--- config.mk ---
export PLATFORM = sky130hd
export DESIGN_NAME = hes_top
export DESIGN_NICKNAME = d
export VERILOG_FILES = /design/src/verilog/hes_pkg.sv /design/src/verilog/hes_sticky.sv /design/src/verilog/hes_port.sv /design/src/verilog/hes_top.sv
export SDC_FILE = /design/constraint.sdc
export NUM_CORES = 1
export LEC_CHECK = 0
export ABC_AREA = 1
export BUFFER_PORTS_ARGS = -buffer_cell sky130_fd_sc_hd__buf_2
export CAP_MARGIN = 20
export CORE_MARGIN = 2
export CORE_UTILIZATION = 59
export CTS_BUF_LIST = sky130_fd_sc_hd__clkbuf_16
export DETAILED_ROUTE_END_ITERATION = 8
export HOLD_SLACK_MARGIN = 0.05
export MAX_ROUTING_LAYER = met4
export PLACE_DENSITY_LB_ADDON = 0.15
export SETUP_SLACK_MARGIN = 0.1
export SYNTH_ARGS = -nofsm -noshare
export SYNTH_HDL_FRONTEND = slang
export SYNTH_SLANG_ARGS = --single-unit
--- constraint.sdc ---
create_clock -name core_clk_i -period 3.19 [get_ports core_clk_i]
set_clock_uncertainty 0.15 [all_clocks]
set_input_delay 0.319 -clock core_clk_i [delete_from_list [all_inputs] [get_ports core_clk_i]]
set_output_delay 0.319 -clock core_clk_i [all_outputs]
set_load 0.005 [all_outputs]
--- src/verilog/hes_pkg.sv ---
// Constants, register map and carrier types for hot-plug event signalling
`default_nettype none
package hes_pkg;
  localparam int NP = 5;
  localparam int EVT_W = 5;
  localparam int EVT_BTN = 0;
  localparam int EVT_PWR = 1;
  localparam int EVT_LATCH = 2;
  localparam int EVT_PRES = 3;
  localparam int EVT_CMD = 4;
  localparam logic [EVT_W-1:0] WAKE_SRC_MASK = 5'h0F;
  localparam logic [EVT_W-1:0] INIT_SUPPRESS = 5'h0C;
  localparam int PORT_SEL_LSB = 4;
  localparam logic [3:0] OFF_SLOT_CTL = 4'h0;
  localparam logic [3:0] OFF_SLOT_STS = 4'h4;
  localparam logic [3:0] OFF_PORT_CFG = 4'h8;
  localparam logic [7:0] OFF_GPE_CTL = 8'h80;
  localparam logic [7:0] OFF_GPE_STS = 8'h84;
  localparam logic [7:0] OFF_GPIO_CFG = 8'h88;
  localparam logic [7:0] OFF_IRQ_STS = 8'h8C;
  localparam logic [7:0] OFF_IRQ_MSK = 8'h90;
  localparam int GPIO_ALT = 0;
  localparam int GPIO_LVL = 1;
  localparam int GPIO_OE = 2;
  typedef struct packed {
    logic irq_en;
    logic [EVT_W-1:0] mask;
  } hes_slot_ctl_t;
  typedef struct packed {
    logic d3hot;
    logic intx_dis;
    logic msi_en;
  } hes_port_cfg_t;
  typedef struct packed {
    logic msi;
    logic pme;
    logic intx;
    logic gpe;
  } hes_msg_t;
  localparam hes_slot_ctl_t SCTL_RST = '0;
  localparam hes_port_cfg_t PCFG_RST = '0;
  localparam logic [NP-1:0] GPE_CTL_RST = 5'h00;
  localparam logic [2:0] GPIO_CFG_RST = 3'h0;
  localparam logic [NP-1:0] IRQ_MSK_RST = 5'h00;
endpackage
`default_nettype wire

--- src/verilog/hes_sticky.sv ---
// Sticky flag vector, write-one-to-clear, set beats clear
`default_nettype none
module hes_sticky #(
  parameter int W = 1
) (
  input wire logic core_clk_i,
  input wire logic rst_i,
  input wire logic [W-1:0] set_i,
  input wire logic [W-1:0] clr_i,
  output logic [W-1:0] q_o
);
  logic [W-1:0] q_q;

  always_ff @(posedge core_clk_i) begin
    if (rst_i) begin
      q_q <= '0;
    end else begin
      q_q <= (q_q & ~clr_i) | set_i;
    end
  end

  assign q_o = q_q;

  property p_set_wins;
    @(posedge core_clk_i) disable iff (rst_i)
      (set_i != '0) |=> ((q_o & $past(set_i)) == $past(set_i));
  endproperty
  a_set_wins: assert property (p_set_wins) else $error("sticky flag lost its set");

  property p_clear_ones;
    @(posedge core_clk_i) disable iff (rst_i)
      (set_i == '0) |=> ((q_o & $past(clr_i)) == '0);
  endproperty
  a_clear_ones: assert property (p_clear_ones) else $error("sticky flag not cleared");
endmodule // hes_sticky
`default_nettype wire

--- src/verilog/hes_port.sv ---
// Per-port qualification of slot events into messages
`default_nettype none
module hes_port
  import hes_pkg::*;
(
  input wire logic core_clk_i,
  input wire logic rst_i,
  input wire logic [EVT_W-1:0] flags_i,
  input wire hes_slot_ctl_t ctl_i,
  input wire hes_port_cfg_t cfg_i,
  input wire logic sw_d3hot_i,
  input wire logic gpe_mode_i,
  input wire logic other_msi_i,
  input wire logic other_pme_i,
  input wire logic other_intx_i,
  output hes_msg_t msg_o
);
  logic [EVT_W-1:0] live;
  logic q_irq;
  logic q_wake;
  logic irq_q;
  logic wake_q;
  logic irq_rise;
  logic wake_rise;
  hes_msg_t msg_q;

  assign live = flags_i & ~ctl_i.mask;
  assign q_irq = (|live) & ctl_i.irq_en;
  // Command completion never wakes
  assign q_wake = (|(live & WAKE_SRC_MASK)) & (cfg_i.d3hot | sw_d3hot_i);
  // Edge of the level condition: a held flag raises one message only
  assign irq_rise = q_irq & ~irq_q;
  assign wake_rise = q_wake & ~wake_q;

  always_ff @(posedge core_clk_i) begin
    if (rst_i) begin
      irq_q <= 1'b0;
      wake_q <= 1'b0;
    end else begin
      irq_q <= q_irq;
      wake_q <= q_wake;
    end
  end

  always_ff @(posedge core_clk_i) begin
    if (rst_i) begin
      msg_q <= '0;
    end else begin
      msg_q.msi <= (irq_rise & cfg_i.msi_en & ~gpe_mode_i) | other_msi_i;
      msg_q.pme <= (wake_rise & ~gpe_mode_i) | other_pme_i;
      msg_q.intx <= (q_irq & ~cfg_i.msi_en & ~cfg_i.intx_dis & ~gpe_mode_i) | other_intx_i;
      msg_q.gpe <= (irq_rise | wake_rise) & gpe_mode_i;
    end
  end

  assign msg_o = msg_q;

  property p_irq_needs_en;
    @(posedge core_clk_i) disable iff (rst_i)
      (msg_o.msi && !$past(other_msi_i)) |-> $past(ctl_i.irq_en);
  endproperty
  a_irq_needs_en: assert property (p_irq_needs_en) else $error("msi without slot irq enable");

  property p_mask_blocks;
    @(posedge core_clk_i) disable iff (rst_i)
      ((msg_o.pme && !$past(other_pme_i)) || (msg_o.msi && !$past(other_msi_i))) |-> $past(|live);
  endproperty
  a_mask_blocks: assert property (p_mask_blocks) else $error("message from masked event");

  property p_route;
    @(posedge core_clk_i) disable iff (rst_i)
      (msg_o.intx && !$past(other_intx_i)) |-> $past(!cfg_i.msi_en && !cfg_i.intx_dis && q_irq);
  endproperty
  a_route: assert property (p_route) else $error("intx asserted against routing");

  property p_wake_d3;
    @(posedge core_clk_i) disable iff (rst_i)
      (msg_o.pme && !$past(other_pme_i)) |-> $past((cfg_i.d3hot || sw_d3hot_i) && !gpe_mode_i);
  endproperty
  a_wake_d3: assert property (p_wake_d3) else $error("wake outside d3hot");

  property p_both_in_d3;
    @(posedge core_clk_i) disable iff (rst_i)
      (irq_rise && wake_rise && cfg_i.msi_en && !gpe_mode_i) |=> (msg_o.msi && msg_o.pme);
  endproperty
  a_both_in_d3: assert property (p_both_in_d3) else $error("d3hot event missing msi or wake");

  property p_cmd_no_wake;
    @(posedge core_clk_i) disable iff (rst_i)
      (msg_o.pme && !$past(other_pme_i)) |-> $past(|(live & WAKE_SRC_MASK));
  endproperty
  a_cmd_no_wake: assert property (p_cmd_no_wake) else $error("wake from command completion");

  property p_gpe_silences;
    @(posedge core_clk_i) disable iff (rst_i)
      $past(gpe_mode_i && !other_msi_i && !other_pme_i && !other_intx_i) |-> !(msg_o.msi || msg_o.pme || msg_o.intx);
  endproperty
  a_gpe_silences: assert property (p_gpe_silences) else $error("pcie message in gpe mode");

  property p_other_pass;
    @(posedge core_clk_i) disable iff (rst_i)
      other_intx_i |=> msg_o.intx;
  endproperty
  a_other_pass: assert property (p_other_pass) else $error("other intx source suppressed");
endmodule // hes_port
`default_nettype wire

--- src/verilog/hes_top.sv ---
// Hot-plug event signalling for the downstream ports, with APB registers
// Behaviour
// Hot-plug interrupts only with slot irq enable
// Five status flags request interrupt unless masked
// MSI enable and legacy disable pick message
// D3hot, irq enable off: wake only
// D3hot, irq enable on: wake and interrupt
// Masked event gives neither wake nor interrupt
// Command completion never causes a wake
// GPE mode silences hot-plug INTx, MSI, PME
// GPE mode reports events on shared output
// GPIO 7 follows output only in alternate
// Signalled GPE event sets port status bit
// GPE status bit settable only in GPE mode
// Slot flags and masks unchanged in GPE mode
// Other-source messages pass in GPE mode
// No presence or latch flags during init
// Shared output high while any status set
// Flags cleared by ones; level-like requests
//
// The APB slave port and the placing of the registers are this design's own decisions.
`default_nettype none
module hes_top
  import hes_pkg::*;
(
  input wire logic core_clk_i,
  input wire logic rst_i,
  input wire logic psel_i,
  input wire logic penable_i,
  input wire logic pwrite_i,
  input wire logic [7:0] paddr_i,
  input wire logic [31:0] pwdata_i,
  output logic [31:0] prdata_o,
  output logic pready_o,
  output logic pslverr_o,
  input wire logic [NP-1:0][EVT_W-1:0] slot_evt_i,
  input wire logic [NP-1:0] init_access_i,
  input wire logic sw_d3hot_i,
  input wire logic [NP-1:0] other_msi_i,
  input wire logic [NP-1:0] other_pme_i,
  input wire logic [NP-1:0] other_intx_i,
  output logic [NP-1:0] msi_req_o,
  output logic [NP-1:0] pme_req_o,
  output logic [NP-1:0] intx_o,
  output logic gp_event_out_o,
  output logic gpio7_o,
  output logic gpio7_oe_o,
  output logic irq_o
);
  hes_slot_ctl_t slot_ctl_q [NP];
  hes_port_cfg_t port_cfg_q [NP];
  logic [EVT_W-1:0] slot_sts [NP];
  hes_msg_t msg [NP];
  logic [NP-1:0] gpe_ctl_q;
  logic [NP-1:0] gpe_sts;
  logic [NP-1:0] gpe_evt;
  logic [NP-1:0] gpe_clr;
  logic [NP-1:0] irq_sts;
  logic [NP-1:0] irq_set;
  logic [NP-1:0] irq_clr;
  logic [NP-1:0] irq_msk_q;
  logic [2:0] gpio_cfg_q;
  logic gpio7_q;
  logic gpio7_oe_q;
  logic [31:0] prdata_q;
  logic [31:0] rd_d;
  logic hit;
  logic setup;
  logic acc;
  logic wr_acc;
  logic [2:0] pidx;
  logic port_hit;

  // APB decode; address must stay stable through the access phase
  assign setup = psel_i & ~penable_i;
  assign acc = psel_i & penable_i;
  assign wr_acc = acc & pwrite_i;
  assign pidx = paddr_i[PORT_SEL_LSB+2:PORT_SEL_LSB];
  assign port_hit = ~paddr_i[7] & (pidx < NP);

  always_comb begin
    rd_d = '0;
    hit = 1'b0;
    if (port_hit) begin
      case (paddr_i[3:0])
        OFF_SLOT_CTL: begin
          hit = 1'b1;
          rd_d = 32'(slot_ctl_q[pidx]);
        end
        OFF_SLOT_STS: begin
          hit = 1'b1;
          rd_d = 32'(slot_sts[pidx]);
        end
        OFF_PORT_CFG: begin
          hit = 1'b1;
          rd_d = 32'(port_cfg_q[pidx]);
        end
        default: begin
          hit = 1'b0;
        end
      endcase
    end else begin
      case (paddr_i)
        OFF_GPE_CTL: begin
          hit = 1'b1;
          rd_d = 32'(gpe_ctl_q);
        end
        OFF_GPE_STS: begin
          hit = 1'b1;
          rd_d = 32'(gpe_sts);
        end
        OFF_GPIO_CFG: begin
          hit = 1'b1;
          rd_d = 32'(gpio_cfg_q);
        end
        OFF_IRQ_STS: begin
          hit = 1'b1;
          rd_d = 32'(irq_sts);
        end
        OFF_IRQ_MSK: begin
          hit = 1'b1;
          rd_d = 32'(irq_msk_q);
        end
        default: begin
          hit = 1'b0;
        end
      endcase
    end
  end

  // Read data caught in setup so that prdata comes from a flop
  always_ff @(posedge core_clk_i) begin
    if (rst_i) begin
      prdata_q <= '0;
    end else if (setup) begin
      prdata_q <= rd_d;
    end
  end

  assign prdata_o = prdata_q;
  assign pready_o = acc;
  assign pslverr_o = acc & ~hit;

  genvar p;
  generate
    for (p = 0; p < NP; p++) begin : g_port
      logic sel;
      logic [EVT_W-1:0] sts_set;
      logic [EVT_W-1:0] sts_clr;

      assign sel = wr_acc & port_hit & (pidx == 3'(p));

      always_ff @(posedge core_clk_i) begin
        if (rst_i) begin
          slot_ctl_q[p] <= SCTL_RST;
          port_cfg_q[p] <= PCFG_RST;
        end else begin
          if (sel && (paddr_i[3:0] == OFF_SLOT_CTL)) begin
            slot_ctl_q[p] <= hes_slot_ctl_t'(pwdata_i[$bits(hes_slot_ctl_t)-1:0]);
          end
          if (sel && (paddr_i[3:0] == OFF_PORT_CFG)) begin
            port_cfg_q[p] <= hes_port_cfg_t'(pwdata_i[$bits(hes_port_cfg_t)-1:0]);
          end
        end
      end

      // Status flags behave the same whatever the notification mode
      assign sts_set = slot_evt_i[p] & ~(init_access_i[p] ? INIT_SUPPRESS : '0);
      assign sts_clr = (sel && (paddr_i[3:0] == OFF_SLOT_STS)) ? pwdata_i[EVT_W-1:0] : '0;

      hes_sticky #(
        .W(EVT_W)
      ) u_slot_sts (
        .core_clk_i(core_clk_i),
        .rst_i(rst_i),
        .set_i(sts_set),
        .clr_i(sts_clr),
        .q_o(slot_sts[p])
      );

      hes_port u_port (
        .core_clk_i(core_clk_i),
        .rst_i(rst_i),
        .flags_i(slot_sts[p]),
        .ctl_i(slot_ctl_q[p]),
        .cfg_i(port_cfg_q[p]),
        .sw_d3hot_i(sw_d3hot_i),
        .gpe_mode_i(gpe_ctl_q[p]),
        .other_msi_i(other_msi_i[p]),
        .other_pme_i(other_pme_i[p]),
        .other_intx_i(other_intx_i[p]),
        .msg_o(msg[p])
      );

      assign msi_req_o[p] = msg[p].msi;
      assign pme_req_o[p] = msg[p].pme;
      assign intx_o[p] = msg[p].intx;
      assign gpe_evt[p] = msg[p].gpe;
      assign irq_set[p] = msg[p].msi | msg[p].pme | msg[p].gpe;

      property p_init_quiet;
        @(posedge core_clk_i) disable iff (rst_i)
          (init_access_i[p] && ((slot_sts[p] & INIT_SUPPRESS) == '0)) |=> ((slot_sts[p] & INIT_SUPPRESS) == '0);
      endproperty
      a_init_quiet: assert property (p_init_quiet) else $error("presence or latch flag set during init");
    end
  endgenerate

  always_ff @(posedge core_clk_i) begin
    if (rst_i) begin
      gpe_ctl_q <= GPE_CTL_RST;
    end else if (wr_acc && (paddr_i == OFF_GPE_CTL)) begin
      gpe_ctl_q <= pwdata_i[NP-1:0];
    end
  end

  assign gpe_clr = (wr_acc && (paddr_i == OFF_GPE_STS)) ? pwdata_i[NP-1:0] : '0;

  // Event pulse only leaves a port in GPE mode; the gate keeps it so
  hes_sticky #(
    .W(NP)
  ) u_gpe_sts (
    .core_clk_i(core_clk_i),
    .rst_i(rst_i),
    .set_i(gpe_evt & gpe_ctl_q),
    .clr_i(gpe_clr),
    .q_o(gpe_sts)
  );

  assign gp_event_out_o = |gpe_sts;

  always_ff @(posedge core_clk_i) begin
    if (rst_i) begin
      gpio_cfg_q <= GPIO_CFG_RST;
    end else if (wr_acc && (paddr_i == OFF_GPIO_CFG)) begin
      gpio_cfg_q <= pwdata_i[2:0];
    end
  end

  // Pin is driven in alternate mode even if the plain enable is off
  always_ff @(posedge core_clk_i) begin
    if (rst_i) begin
      gpio7_q <= 1'b0;
      gpio7_oe_q <= 1'b0;
    end else begin
      gpio7_q <= gpio_cfg_q[GPIO_ALT] ? gp_event_out_o : gpio_cfg_q[GPIO_LVL];
      gpio7_oe_q <= gpio_cfg_q[GPIO_ALT] | gpio_cfg_q[GPIO_OE];
    end
  end

  assign gpio7_o = gpio7_q;
  assign gpio7_oe_o = gpio7_oe_q;

  always_ff @(posedge core_clk_i) begin
    if (rst_i) begin
      irq_msk_q <= IRQ_MSK_RST;
    end else if (wr_acc && (paddr_i == OFF_IRQ_MSK)) begin
      irq_msk_q <= pwdata_i[NP-1:0];
    end
  end

  assign irq_clr = (wr_acc && (paddr_i == OFF_IRQ_STS)) ? pwdata_i[NP-1:0] : '0;

  hes_sticky #(
    .W(NP)
  ) u_irq_sts (
    .core_clk_i(core_clk_i),
    .rst_i(rst_i),
    .set_i(irq_set),
    .clr_i(irq_clr),
    .q_o(irq_sts)
  );

  assign irq_o = |(irq_sts & irq_msk_q);

  property p_gpe_reported;
    @(posedge core_clk_i) disable iff (rst_i)
      ((gpe_evt & gpe_ctl_q) != '0) |=> ##[0:1] gp_event_out_o;
  endproperty
  a_gpe_reported: assert property (p_gpe_reported) else $error("gpe event not on shared output");

  property p_gpe_sts_set;
    @(posedge core_clk_i) disable iff (rst_i)
      ((gpe_evt & gpe_ctl_q) != '0) |=> ((gpe_sts & $past(gpe_evt & gpe_ctl_q)) == $past(gpe_evt & gpe_ctl_q));
  endproperty
  a_gpe_sts_set: assert property (p_gpe_sts_set) else $error("gpe status bit not set");

  property p_gpe_sts_mode;
    @(posedge core_clk_i) disable iff (rst_i)
      ((gpe_sts & ~$past(gpe_sts) & ~$past(gpe_ctl_q)) == '0);
  endproperty
  a_gpe_sts_mode: assert property (p_gpe_sts_mode) else $error("gpe status set outside gpe mode");

  property p_gpio_plain;
    @(posedge core_clk_i) disable iff (rst_i)
      (!gpio_cfg_q[GPIO_ALT] ##1 !gpio_cfg_q[GPIO_ALT]) |-> (gpio7_o == $past(gpio_cfg_q[GPIO_LVL]));
  endproperty
  a_gpio_plain: assert property (p_gpio_plain) else $error("gpio7 follows gpe while not alternate");

  property p_out_drops;
    @(posedge core_clk_i) disable iff (rst_i)
      (gp_event_out_o && ((gpe_sts & ~gpe_clr) == '0) && ((gpe_evt & gpe_ctl_q) == '0)) |=> !gp_event_out_o;
  endproperty
  a_out_drops: assert property (p_out_drops) else $error("shared output stays after full clear");
endmodule // hes_top
`default_nettype wire

# Yosys cells after proc, flatten, opt, wreduce, memory -nomap -nowiden
# Memories as Yosys holds them, arrays and structs flattened.
# Cells that the tools add are included.
dict set report word_totals {
  latch_bits 0
  elab_cells 342
  n_memories 2
  in_bits 91
  out_inout_bits 53
  rom_bits 0
  mem_bits_rw 45
  regBits 112
}
dict set report classes {
  mux 64
  multipliers 0
  reduce_logical 36
  bitwise_logic 184
  magnitude_cmp 2
  n_div 0
  shifts 0
  eq_ne 11
  add_sub_neg 0
}
# memory words width rd rd_clocked_by_memory_dff write_ports line_no
set mem_list {}
lappend mem_list {slot_ctl_q 5 6 6 0 5 hes_top.sv:50} ;# hes_slot_ctl_t slot_ctl_q [NP];
lappend mem_list {port_cfg_q 5 3 6 0 5 hes_top.sv:51} ;# hes_port_cfg_t port_cfg_q [NP];
# operator n
set ops {}
lappend ops {{5-bit AND} 19}
lappend ops {{1-bit AND} 66}
lappend ops {{5-bit NOT} 12}
lappend ops {{1-bit OR} 46}
lappend ops {{5-bit 2-to-1 mux} 9}
lappend ops {{8-bit equality test, second input constant} 5}
lappend ops {{5-bit OR reduction} 8}
lappend ops {{1-bit 2-to-1 mux} 36}
lappend ops {{5-bit OR} 7}
lappend ops {{32-bit 2-to-1 mux} 1}
lappend ops {{6-bit 2-to-1 mux} 5}
lappend ops {{1-bit NOT} 28}
lappend ops {{4-bit NOT with 5-bit output} 5}
lappend ops {{5-bit one-hot mux with 5 select lines} 1}
lappend ops {{1-bit logical AND} 20}
lappend ops {{4-bit 2-to-1 mux} 5}
lappend ops {{4-bit OR reduction} 5}
lappend ops {{6-bit one-hot mux with 3 select lines} 1}
lappend ops {{5-bit binary-select mux with 3-bit select} 1}
lappend ops {{3-bit 2-to-1 mux} 5}
lappend ops {{3-bit by 2-bit equality test with 1-bit output, second input constant} 2}
lappend ops {{4-bit by 3-bit equality test with 1-bit output, second input constant} 1}
lappend ops {{4-bit equality test, second input constant} 1}
lappend ops {{4-bit greater-or-equal comparator, second input constant} 1}
lappend ops {{7 further kinds} 7}

# Depth between registers and ports, before layout
# Gate-level depths: netlist (run 1).
dict set report depth {
  word_depth 9
  ltp_mapped 14
  mapped_depth_nobuf 12
}

# Cells and area by module
# From an unflattened synthesis (run 1), not the netlist that was laid out.
dict set report hier_totals {
  cells_unflattened 1011
  hier_area_um2 6974.2
}
# mod area_each_um2 seq_area_each_um2 cells_per_inst n_inst
set modules_own_cells {}
lappend modules_own_cells {hes_top 4184.0 1771.7 596 1}
lappend modules_own_cells {hes_port 304.0 120.1 48 5}
lappend modules_own_cells {hes_sticky 181.4 100.1 25 7}

# Least setup slack after synthesis (run 1)
# OpenSTA, ideal clock, no wires.
dict set report synth_path {
  path_type {input-to-reg}
  startpoint {in paddr_i[4]}
  endpoint {mem slot_ctl_q[0][0] (netlist bit), enable pin}
  path_slack_ns 1.101
  t_required_ns 2.663
  setup_time_ns 0.377
  cell_stages 8
  n_path_buf 1
  arrival_time_ns 1.562
  cell_sequence {buf_4 > nor2_4 > o21ai_2 > nor2_2 > nand2_4 > nor2_4 > inv_1 > o21ai_0}
}
# item line_no
set synth_rtl {}
lappend synth_rtl {{start, declared} hes_top.sv:31} ;# input wire logic [7:0] paddr_i,
lappend synth_rtl {{end, declared} hes_top.sv:50}

# Final worst setup path (run 1)
dict set report layout_path {
  startpoint {in paddr_i[1]}
  endpoint {out pslverr_o}
}
dict set report layout_between {
  elab_chain_cells 6
  elab_cells_between_ends 15
  classes_between {eq/ne (7); mux (3); bitwise (2); reduce/logical (3)}
}
# item line_no
set layout_rtl {}
lappend layout_rtl {{8-bit equality test (tied with other cells)} hes_top.sv:103} ;# case (paddr_i)
lappend layout_rtl {{5-bit OR reduction (no source line) / 3-bit OR reduction (equally long branches)} -}
lappend layout_rtl {{1-bit 2-to-1 mux (on tied branches)} {hes_top.sv:103, hes_top.sv:85}}
lappend layout_rtl {{1-bit 2-to-1 mux (*)} hes_top.sv:84} ;# if (port_hit) begin
lappend layout_rtl {{1-bit NOT (*)} hes_top.sv:142} ;# assign pslverr_o = acc & ~hit;
lappend layout_rtl {{1-bit AND (*)} hes_top.sv:142}
lappend layout_rtl {{end, declared} hes_top.sv:35} ;# output logic pslverr_o,
# Mark *: on every way between the ends. The rest lies on a longest branch, timed or not.

==> metrics.md, run 1 <==
| Metric | Value |
|---|---|
| Synth top cells by count | `nand2_1, nor2_1, inv_1` |
| Xor/xnor share of the synthesized area | `0%` |
| Yosys reg bits | `131` |
| Slew Limit Fails | `0` |
| CTS Buf Count | `17` |
| Cts hold-fix bufs | `51` |
| Area leader, netlist | `dfxtp_1` |
| I/O Buffers | `91` |
| First-pass iteration count of the detailed router | `5` |
| Cell with the most instances after synthesis | `nand2_1` |
| GR Overflow Total | `0` |
| Fmax | `0.445 GHz` |
| Synth top area cells | `dfxtp_1, edfxtp_1, nand2_1` |
| Routed Antenna Nets | `0` |
| Largest net degree at the start of global routing | `71` |
| Number of vias in the routed layout | `6322` |
| Logic pwr share | `10.6%` |
| Die Area | `0.0117 mm^2` |
| Routability congestion estimate | `1.00` |
| Vias/cell | `5.66` |
| Die Wd | `108 um` |
| Max Cap Viol | `0` |
| Synth Flop Type | `dfxtp_1` |
| Sw frac | `24.6%` |
| Post-synthesis mux area share | `0%` |
| Post-Syn Area per Cell | `7.63 um^2` |
| Row count | `38` |
| Async set-reset flop share out of synthesis | `0%` |
| Setup repair bufs after CTS | `0` |
| Synth Area in Compound Gates | `14.5%` |
| Clk sinks | `131` |
| DR WL/cell | `18.6 um` |
| Clock buffer depth | `2` |
| GR Util All Layers | `38.6%` |
| Flop pwr share | `44.0%` |
| Max-slew headroom | `45.4%` |
| Req. time, crit path | `2.72 ns` |
| Top cell type's share of synthesized area | `26.9%` |
| Fraction of layout cells with a size suffix above 1 | `15.8%` |
| Die Y | `108 um` |
| Fin nets | `1054` |
| Critical Path Start Type | `input pin` |
| CP Max Fanout | `16` |
| Part of the Yosys area used for sequential elements | `48.0%` |
| Resized Gates After CTS | `0` |
| Worst-path clk slew | `0.06 ns` |
| Filler cell count | `789` |
| Largest family of logic cells by synthesized area | `simple AND/OR/NAND/NOR gates` |
| Post-Syn Area | `0.00640 mm^2` |
| Post-synthesis adder-cell area fraction | `0%` |
| Placed inst area | `0.00673 mm^2` |
| Worst vdd ir | `447 uV` |
| Psw | `0.00104 W` |
| Clock Power Share | `45.4%` |
| Final hold violations | `0` |
| Routed WL | `20800 um` |
| Post-route DRC | `0` |
| Final Setup Violations | `0` |
| Initial antenna violation count | `1` |
| Gate Count Post-Synth | `839` |
| Leakage power | `3.52 nW` |
| Dpl hpwl | `13800 um` |
| Yosys warns | `0` |
| Final Power | `0.00424 W` |
| Core Area | `0.0107 mm^2` |
| Worst skew pair latency | `0.42 ns` |
| P per Cell Area | `542 mW/mm^2` |
| Layout area overhead | `22.3%` |
| CTS H-tree lvls | `4` |
| CTS tree | `yes` |
| Final design utilization | `73.2%` |
| Final period utilization | `70.4%` |
| Crit path DAT | `1.78 ns` |
| Drt first-iter violations | `790` |
| Netlist cell types | `36` |
| Vias in the first global route | `6216` |
| Status | `finished clean` |
| Worst-Margin Slew | `0.814 ns` |
| RSZ-0062 raised after global routing | `false` |
| Worst Hold Class | `in2reg` |
| CTS root buffer | `clkbuf_16` |
| Register-to-register setup slack | `1.28 ns` |
| Min Tclk post-route | `2.24 ns` |
| Synth Area in Simple Gates | `24.4%` |
| IO Count | `144` |
| Setup TNS | `0 ns` |
| Internal power | `0.00320 W` |
| Crit end category | `output pin` |
| Initial core utilization | `59.8%` |
| Post-synth EDFFs | `45` |
| First-pass GRT wire length | `32500 um` |
| Final Instance Area | `0.00783 mm^2` |
| CP Class | `in2out` |
-- placed cells by master (no fill, tap or decap), types with 26 or more instances in the layout --
cell	count
nor2_1	114
inv_1	99
a21oi_1	75
o21ai_0	71
conb_1	26
edfxtp_1	45
nand3_1	54
dlygate4sd3_1	51
dfxtp_1	86
buf_2	91
nand2_1	147
-- final timing paths --
kind,startpoint,to,depth (start not counted)
max,paddr_i[1],pslverr_o,8
min,pwdata_i[1],gpio_cfg_q[1],3
max reg2reg,slot_ctl_q[3][3],g_port[3].u_port.msg_o[0],7
min reg2reg,prdata_o[5],prdata_o[5],2
-- area by class of cell --
cell class,count,area (um^2),area share [%]
Tap cell,140,175,2.24
Timing Repair Buffer,147,1000,12.8
Clock inverter,13,110,1.41
Clock buffer,19,475,6.07
Antenna cell,1,2.50,0.0320
Multi-Input combinational cell,560,2590,33.1
Inverter,106,400,5.11
Sequential cell,131,3070,39.2
-- worst max-delay path, cell delays in order --
cell	delay, ns
buf_2	0.10
nor2_2	0.20
nand3_2	0.25
inv_2	0.36
nand2_1	0.21
nand4_1	0.15
a21oi_1	0.05
buf_2	0.13
-- power by group through the flow --
| stage | sequential, W | combinational (W) | clock, W |
|---|---|---|---|
| finish | 0.00187 | 0.000449 | 0.00193 |
| global route | 0.00187 | 0.000494 | 0.00201 |
| CTS | 0.00186 | 0.000431 | 0.00194 |
| detailed placement | 0.00190 | 0.000379 | 0 |
| global placement | 0.00190 | 0.000368 | 0 |
| floorplan | 0.00187 | 0.000276 | 0 |
-- layer usage --
metal,GRT usage [%],vias to the layer above,wire [um]
li1,-,2918,-
met1,47.1,2981,8200
met2,61.5,357,10000
met3,10.1,66,2040
met4,14.9,0,524
met5,-,-,0
-- stage by stage --
stage,hold slack [ns],instances,worst slack [ns]
final,0.0871,1117,0.945
after global routing,0.0956,1117,0.856
after CTS,0.0552,1116,0.962
after detailed placement,0.316,1033,0.655
after global placement,0.306,1033,0.689
after floorplan,0.293,864,1.10
-- sequential cells by signal (all words and copies together) (netlist names) --
register,count
gpio_cfg_q,3
g_port.u_port.irq_q,5
gpio7_oe_o,1
port_cfg_q,15
slot_ctl_q,30
u_gpe_sts.q_o,5
irq_msk_q,5
prdata_o,6
gpio7_o,1
u_irq_sts.q_o,5
g_port.u_port.msg_o,20
g_port.u_port.wake_q,5
g_port.u_slot_sts.q_o,25
gpe_ctl_q,5
-- kinds of logic after synthesis --
| group | after synthesis |
|---|---|
| simple gates | 355 |
| buf+inv | 173 |
| other cells | 1 |
| flops | 131 |
| compound gates | 179 |
Note: power is estimated with default switching activity, not from simulation.
==> inputs of run 2 (changes only) <==
--- a/config.mk
+++ b/config.mk
@@ -5,11 +5,11 @@
 export SDC_FILE = /design/constraint.sdc
 export NUM_CORES = 1
 export LEC_CHECK = 0
-export ABC_AREA = 1
+export ABC_AREA = 0
 export BUFFER_PORTS_ARGS = -buffer_cell sky130_fd_sc_hd__buf_2
 export CAP_MARGIN = 20
 export CORE_MARGIN = 2
-export CORE_UTILIZATION = 59
+export CORE_UTILIZATION = 49
 export CTS_BUF_LIST = sky130_fd_sc_hd__clkbuf_16
 export DETAILED_ROUTE_END_ITERATION = 8
 export HOLD_SLACK_MARGIN = 0.05
==> constraint.sdc (replaced) <==
create_clock -name core_clk_i -period 2 [get_ports core_clk_i]
set_clock_uncertainty 0.15 [all_clocks]
set_input_delay 0.2 -clock core_clk_i [delete_from_list [all_inputs] [get_ports core_clk_i]]
set_output_delay 0.2 -clock core_clk_i [all_outputs]
set_load 0.005 [all_outputs]
==> run 2 against run 1 <==
Net effect:
- register-to-register slack lost 1.2 ns
- total power grew 60%
- die area grew 20%
- critical path depth shrank 3
- critical path type is now reg2reg
- clock-buffer cell count shrank 1
- final area grew 10%
- synthesized cell count shrank 20%
- largest power group is now registers
- global-route usage shrank 7.5 points
- sequential share of layout area shrank 3.6 points
==> metrics.md, run 2 <==
| Metric | Value |
|---|---|
| Status | `finished clean` |
| Gr busiest metal | `met2` |
| GRT met2 Usage | `52.2% (-9.3 points)` |
| Worst vdd ir | `664 uV (+48%)` |
| Area leader, netlist | `dfxtp_1` |
| Initial antenna violation count | `0 (-1)` |
| Leakage power | `3.63 nW (+3.3%)` |
| Largest family of logic cells by synthesized area | `simple AND/OR/NAND/NOR gates` |
| Core Area | `0.0127 mm^2 (+18%)` |
| Async set-reset flop share out of synthesis | `0% (unchanged)` |
| Hold Crit Depth | `3 (unchanged)` |
| CTS H-tree lvls | `4 (unchanged)` |
| Clk sinks | `131 (unchanged)` |
| Crit end category | `flop` |
| Routability congestion estimate | `0.945 (-5.5%)` |
| Final hold violations | `0 (unchanged)` |
| Post-synthesis adder-cell area fraction | `0% (unchanged)` |
| GR Overflow Total | `0 (unchanged)` |
| Global Route met3 Usage | `6.56% (-3.6 points)` |
| Post-Syn Area | `0.00641 mm^2 (+0.12%)` |
| Clock buffer depth | `2 (unchanged)` |
| Part of the Yosys area used for sequential elements | `48.0% (-0.056 points)` |
| Post-synth EDFFs | `45 (unchanged)` |
| Worst-path clk slew | `0.06 ns (about the same)` |
| Synth Area in Simple Gates | `21.0% (-3.4 points)` |
| Final Setup Violations | `0 (unchanged)` |
| DR WL/cell | `19.7 um (+5.8%)` |
| Register-to-register setup slack | `0.07 ns (-1.21 ns)` |
| Post-route DRC | `0 (unchanged)` |
| Gate Count Post-Synth | `674 (-20%)` |
| Synth Area in Compound Gates | `15.3% (+0.76 points)` |
| Synth top area cells | `dfxtp_1, edfxtp_1, buf_4` |
| Row count | `41 (+7.9%)` |
| Inserted Diodes | `0 (-1)` |
| Final period utilization | `96.3%` |
| IO Count | `144 (unchanged)` |
| Cell with the most instances after synthesis | `dfxtp_1` |
| CP Max Fanout | `2 (-14)` |
| First-pass iteration count of the detailed router | `5 (unchanged)` |
| Netlist cell types | `59 (+64%)` |
| Post-synthesis mux area share | `6.89% (+6.9 points)` |
| CTS Buf Count | `17 (unchanged)` |
| Max reg flops | `30 (unchanged)` |
| Routed Antenna Nets | `0 (unchanged)` |
| Max-slew headroom | `63.0% (+18 points)` |
| Routed WL | `20800 um (about the same)` |
| Filler cell count | `1005 (+27%)` |
| Number of vias in the routed layout | `5851 (-7.5%)` |
| Vias in the first global route | `5844 (-6.0%)` |
| Top cell type's share of synthesized area | `26.9% (-0.032 points)` |
| Worst hold path endpoint | `gpe_ctl_q[4]` |
| # placed instances | `969 (-6.2%)` |
| Finished Layout Cells | `1057 (-5.4%)` |
| Critical Path Start Type | `flop` |
| Fin nets | `963 (-8.6%)` |
| Drt first-iter violations | `475 (-40%)` |
| Worst skew pair latency | `0.42 ns (about the same)` |
| Largest net degree at the start of global routing | `33 (-54%)` |
| Crit path DAT | `2.07 ns (+0.29 ns)` |
| Die Y | `118 um (+9.4%)` |
| Max Cap Viol | `0 (unchanged)` |
| Sequential Area | `0.00307 mm^2 (unchanged)` |
| Fmax | `0.519 GHz` |
| Slew Limit Fails | `0 (unchanged)` |
| First-pass GRT wire length | `32100 um (-1.3%)` |
| RSZ-0062 raised after global routing | `true` |
| Commonest non-fill, non-tap cell in the layout | `buf_2` |
| Min Tclk post-route | `1.93 ns` |
| Layout area overhead | `34.6%` |
| Vias/cell | `5.54 (-2.2%)` |
| Commonest non-fill, non-tap cells in the layout | `buf_2, dfxtp_1, buf_4, nor2_1, dlygate4sd3_1` |
| Yosys warns | `0 (unchanged)` |
| Routing usage on met1 | `36.8% (-10 points)` |
| Yosys reg bits | `131 (unchanged)` |
| Initial core utilization | `50.6% (-9.3 points)` |
| Worst-Margin Slew | `0.553 ns (-0.261 ns)` |
| Xor/xnor share of the synthesized area | `0% (unchanged)` |
| I/O Buffers | `91 (unchanged)` |
| Dpl hpwl | `15000 um (+8.5%)` |
| Die Area | `0.0140 mm^2 (+20%)` |
| CP Class | `reg2reg` |
| Post-Syn Area per Cell | `9.51 um^2 (+25%)` |
| Final design utilization | `68.1% (-5.1 points)` |
| Worst Hold Class | `in2reg` |
| Register with the most flip-flops | `slot_ctl_q` |
| Worst R2R Path Depth | `5 (-2)` |
| CTS root buffer | `clkbuf_16` |
| CTS tree | `yes` |
| Hold_sp | `pwdata_i[4]` |
| RR Endpoint | `prdata_o[3]` |
| GR Util All Layers | `31.0% (-7.5 points)` |
| Req. time, crit path | `2.15 ns (-0.57 ns)` |
| Die Wd | `118 um (+9.4%)` |
| Worst r2r src | `slot_ctl_q[0][3]` |
| Synth Flop Type | `dfxtp_1` |
| Fraction of layout cells with a size suffix above 1 | `29.2% (+13 points)` |
| P per Cell Area | `786 mW/mm^2 (+45%)` |
| Area of the multi-input gates | `0.00302 mm^2 (+17%)` |
| Synth top cells by count | `dfxtp_1, nor2_1, a21oi_1` |
## run 2: cell types whose count changed after synthesis, moves of 25 or more
cell / change
a21oi_1: -28
and2_1: +25
inv_1: -67
mux2i_1: +25
nand2_1: -111
nand2b_1: +28
nand3_1: -35
nor2_1: -39
o21ai_0: -39
## run 2: per-layer routing
layer / routed length [um] / part of all wire (%)
met4: 529 / 2.5
met2: 10700 / 52
met1: 8290 / 40
met5: 0 / 0
met3: 1260 / 6.1
## run 2: how the worst max path moves through the flow
stage / from / end / slack [ns]
finish: slot_ctl_q[0][3] / prdata_o[3] / 0.07
global route: slot_ctl_q[0][3] / prdata_o[3] / 0.05
CTS: slot_ctl_q[0][3] / prdata_o[3] / 0.09
detailed placement: paddr_i[4] / prdata_o[3] / -0.22
global placement: paddr_i[4] / prdata_o[0] / -0.14
floorplan: paddr_i[4] / u_irq_sts.q_o[0] / 0.04
## run 2: cell families after synthesis
logic type | Yosys count
and+or+nand+nor | 251
AOI/OAI and AO/OA | 150
DFF | 131
buffers and inverters | 105
muxes | 36
other | 1
## run 2: critical path: stages (launching register included)
cell and delay (ns):
edfxtp_1 0.45, mux4_2 0.51, a22oi_2 0.23, nor2_2 0.08, a2111oi_4 0.29, a211oi_1 0.11
## run 2: cell type report
| class | instances | area share, % |
|---|---|---|
| clock buffers | 18 | 5.22 |
| clock inverters | 14 | 1.28 |
| inverters | 30 | 1.35 |
| multi-input cells | 463 | 35.0 |
| flip-flops and latches | 131 | 35.6 |
| well taps | 172 | 2.50 |
| repair buffers | 229 | 19.0 |
## run 2: per-stage QoR
stage / TNS [ns] / instance area (um^2) / worst slack, ns / hold slack [ns] / total power (W)
2_1_floorplan: 0 / 6530 / 0.0384 / 0.167 / 0.00343
3_3_place_gp: -2.65 / 7370 / -0.136 / 0.257 / 0.00374
3_5_place_dp: -4.93 / 7370 / -0.218 / 0.264 / 0.00376
4_1_cts: 0 / 8500 / 0.0889 / 0.0571 / 0.00675
5_1_grt: 0 / 8620 / 0.0452 / 0.0927 / 0.00700
6_report: 0 / 8620 / 0.0744 / 0.0721 / 0.00678
## run 2: where the power goes
group	switching, W	internal, W
sequential	0.0000983	0.00289
combinational	0.000433	0.000424
clock	0.00117	0.00177
total	0.00170	0.00508
## run 2: what timing repair did
item / in CTS / in global routing
gates resized for setup: 21 / 19
pin swaps: 1 / 5
setup endpoints to repair: 12 / 10
buffers inserted: 2 / 3
hold buffers: 51 / 0
endpoints found under the hold margin: 48 / 0
==> inputs of run 3 (changes only) <==
==> constraint.sdc (replaced) <==
create_clock -name core_clk_i -period 1.7 [get_ports core_clk_i]
set_clock_uncertainty 0.15 [all_clocks]
set_input_delay 0.17 -clock core_clk_i [delete_from_list [all_inputs] [get_ports core_clk_i]]
set_output_delay 0.17 -clock core_clk_i [all_outputs]
set_load 0.005 [all_outputs]
==> run 3 against run 2 <==
Net effect:
- the flow now finishes with violations (setup timing)
- register-to-register slack worse by 0.21 ns
- worst setup slack worse by 0.21 ns
- core utilization up 8.8 points
- final cell count up 5.2%
- worst hold slack better by 0.011 ns
- via count up 5.3%
- combinational power up 53%
- die area unchanged
- final area up 13%
- largest power group unchanged
==> metrics.md, run 3 (synthesis results as in run 2) <==
| Metric | Value |
|---|---|
| Final Setup Violations | `11 (+11)` |
| GR Overflow Total | `0 (unchanged)` |
| Die Area | `0.0140 mm^2 (unchanged)` |
| Number of vias in the routed layout | `6161 (+5.3%)` |
| Crit end category | `flop` |
| Register-to-register setup slack | `-0.14 ns (-0.21 ns)` |
| Worst skew pair latency | `0.42 ns (about the same)` |
| First-pass GRT wire length | `33600 um (+4.9%)` |
| Max Cap Viol | `0 (unchanged)` |
| Clock Power Share | `41.6% (-1.7 points)` |
| Routed Antenna Nets | `0 (unchanged)` |
| Req. time, crit path | `1.84 ns (-0.31 ns)` |
| Routed WL | `22500 um (+8.2%)` |
| Leakage power | `4.16 nW (+14%)` |
| CP Class | `reg2reg` |
| Sw frac | `26.5% (+1.4 points)` |
| I/O Buffers | `91 (unchanged)` |
| CTS Buf Count | `17 (unchanged)` |
| Row count | `41 (unchanged)` |
| Layout area overhead | `52.0%` |
| Worst vdd ir | `623 uV (-6.2%)` |
| Worst r2r src | `slot_ctl_q[0][4]` |
| Final period utilization | `108% (+12 points)` |
| Vias/cell | `5.54 (about the same)` |
| Initial antenna violation count | `1 (+1)` |
| Drt first-iter violations | `549 (+16%)` |
| Routability congestion estimate | `0.954 (+0.96%)` |
| DR WL/cell | `20.2 um (+2.8%)` |
| Logic pwr share | `15.8% (+3.2 points)` |
| Crit path from | `slot_ctl_q[0][4]` |
| Final design utilization | `76.8% (+8.8 points)` |
| Largest net degree at the start of global routing | `63 (+91%)` |
| Die Y | `118 um (unchanged)` |
| Slew Limit Fails | `0 (unchanged)` |
| Setup TNS | `-0.491 ns (-0.491 ns)` |
| CTS root buffer | `clkbuf_16` |
| Final hold violations | `0 (unchanged)` |
| Commonest non-fill, non-tap cell in the layout | `buf_4` |
| Hold Slack | `0.0831 ns (+0.0110 ns)` |
| RSZ-0062 raised after global routing | `true` |
| Status | `finished with violations` |
| Failing checks | `setup timing` |
| Crit path DAT | `1.98 ns (-0.09 ns)` |
| Core Area | `0.0127 mm^2 (unchanged)` |
| Max-slew headroom | `66.1% (+3.1 points)` |
| Finished Layout Cells | `1112 (+5.2%)` |
| Hold_sp | `pwdata_i[4]` |
| Worst Hold Class | `in2reg` |
| CTS tree | `yes` |
| Worst-path clk slew | `0.06 ns (about the same)` |
| IO Count | `144 (unchanged)` |
| Clock buffer depth | `2 (unchanged)` |
| Vias in the first global route | `6122 (+4.8%)` |
| Fin nets | `1017 (+5.6%)` |
| Hold Crit Depth | `3 (unchanged)` |
| RR Endpoint | `prdata_o[4]` |
| Worst hold path endpoint | `gpe_ctl_q[4]` |
| Filler cell count | `875 (-13%)` |
| P per Cell Area | `855 mW/mm^2 (+8.7%)` |
| Worst setup margin | `-0.139 ns (-0.213 ns)` |
| # placed instances | `1004 (+3.6%)` |
| Flop pwr share | `42.6% (-1.4 points)` |
| Initial core utilization | `50.6% (unchanged)` |
| CP Max Fanout | `2 (unchanged)` |
| GR Util All Layers | `32.9% (+1.9 points)` |
| Clk sinks | `131 (unchanged)` |
| Worst-Margin Slew | `0.508 ns (-0.0450 ns)` |
| Fmax | `0.544 GHz (+4.7%)` |
| Critical Path Start Type | `flop` |
| Commonest non-fill, non-tap cells in the layout | `buf_4, buf_2, dfxtp_1, nor2_1, dlygate4sd3_1` |
| CTS H-tree lvls | `4 (unchanged)` |
| Worst R2R Path Depth | `5 (unchanged)` |
| Max reg flops | `30 (unchanged)` |
| First-pass iteration count of the detailed router | `7 (+2)` |
| Dpl hpwl | `15800 um (+5.1%)` |
| Die Wd | `118 um (unchanged)` |
| Internal power | `0.00612 W (+20%)` |
| Fraction of layout cells with a size suffix above 1 | `41.1% (+12 points)` |
| Post-route DRC | `0 (unchanged)` |
| Register with the most flip-flops | `slot_ctl_q` |
| Min Tclk post-route | `1.84 ns (-0.0869 ns)` |
| Psw | `0.00221 W (+29%)` |
[run 3: cell count changes in the layout (fill, tap and decap cells not counted), sizes merged, moves of 2 or more]
| cell | before | now |
|---|---|---|
| clkinvlp | 4 | 0 |
| clkinv | 6 | 4 |
| clkbuf | 19 | 17 |
| inv | 33 | 40 |
| dlygate4sd3 | 51 | 55 |
| buf | 177 | 228 |
[run 3: what timing repair did]
item / 4_1_cts / 5_1_grt
setup buffers: 11 / 13
pin swaps: 35 / 39
hold buffers: 55 / 0
setup endpoints to repair: 32 / 57
endpoints found under the hold margin: 52 / 0
gates resized for setup: 81 / 73
[run 3: worst max-delay path, stage by stage, from the launching register on]
cell and delay, ns:
edfxtp_1 0.47, mux4_2 0.51, a22oi_2 0.19, nor2_2 0.06, a2111oi_2 0.20, a211oi_1 0.12
[run 3: worst max path at each step]
stage and endpoint:
4_1_cts prdata_o[4], 5_1_grt prdata_o[4], 6_report prdata_o[4], 3_5_place_dp u_irq_sts.q_o[1]
3_3_place_gp u_irq_sts.q_o[2], 2_1_floorplan u_irq_sts.q_o[0]
[run 3: power by group through the flow]
stage	registers (W)	clock network [W]	logic [W]
6_report	0.00354	0.00347	0.00131
5_1_grt	0.00355	0.00363	0.00140
4_1_cts	0.00353	0.00349	0.00119
3_5_place_dp	0.00358	0	0.000942
3_3_place_gp	0.00357	0	0.000928
2_1_floorplan	0.00353	0	0.000539
[run 3: cell type report]
cell class	instances	area [um^2]	share of cell area [%]
multi-input combinational	463	3610	37.0
sequential	131	3080	31.6
timing repair buffer	283	2170	22.3
clock buffer	17	425	4.37
tap	172	215	2.21
clock inverter	15	128	1.31
inverter	30	115	1.18
antenna	1	2.50	0.0257
[run 3: through the flow]
stage | power, W | worst slack [ns] | area (um^2)
final | 0.00832 | -0.139 | 9740
after global routing | 0.00858 | -0.233 | 9740
after CTS | 0.00820 | -0.130 | 9320
after detailed placement | 0.00452 | -0.419 | 7790
after global placement | 0.00450 | -0.381 | 7790
after floorplan | 0.00407 | -0.232 | 6680
[run 3: routing by layer]
metal | routed length [um] | track usage (%) | up-vias
met5 | 0 | - | -
met4 | 784 | 13.7 | 0
met3 | 1470 | 6.08 | 49
met2 | 11800 | 57.5 | 272
met1 | 8480 | 37.0 | 2992
li1 | - | - | 2848
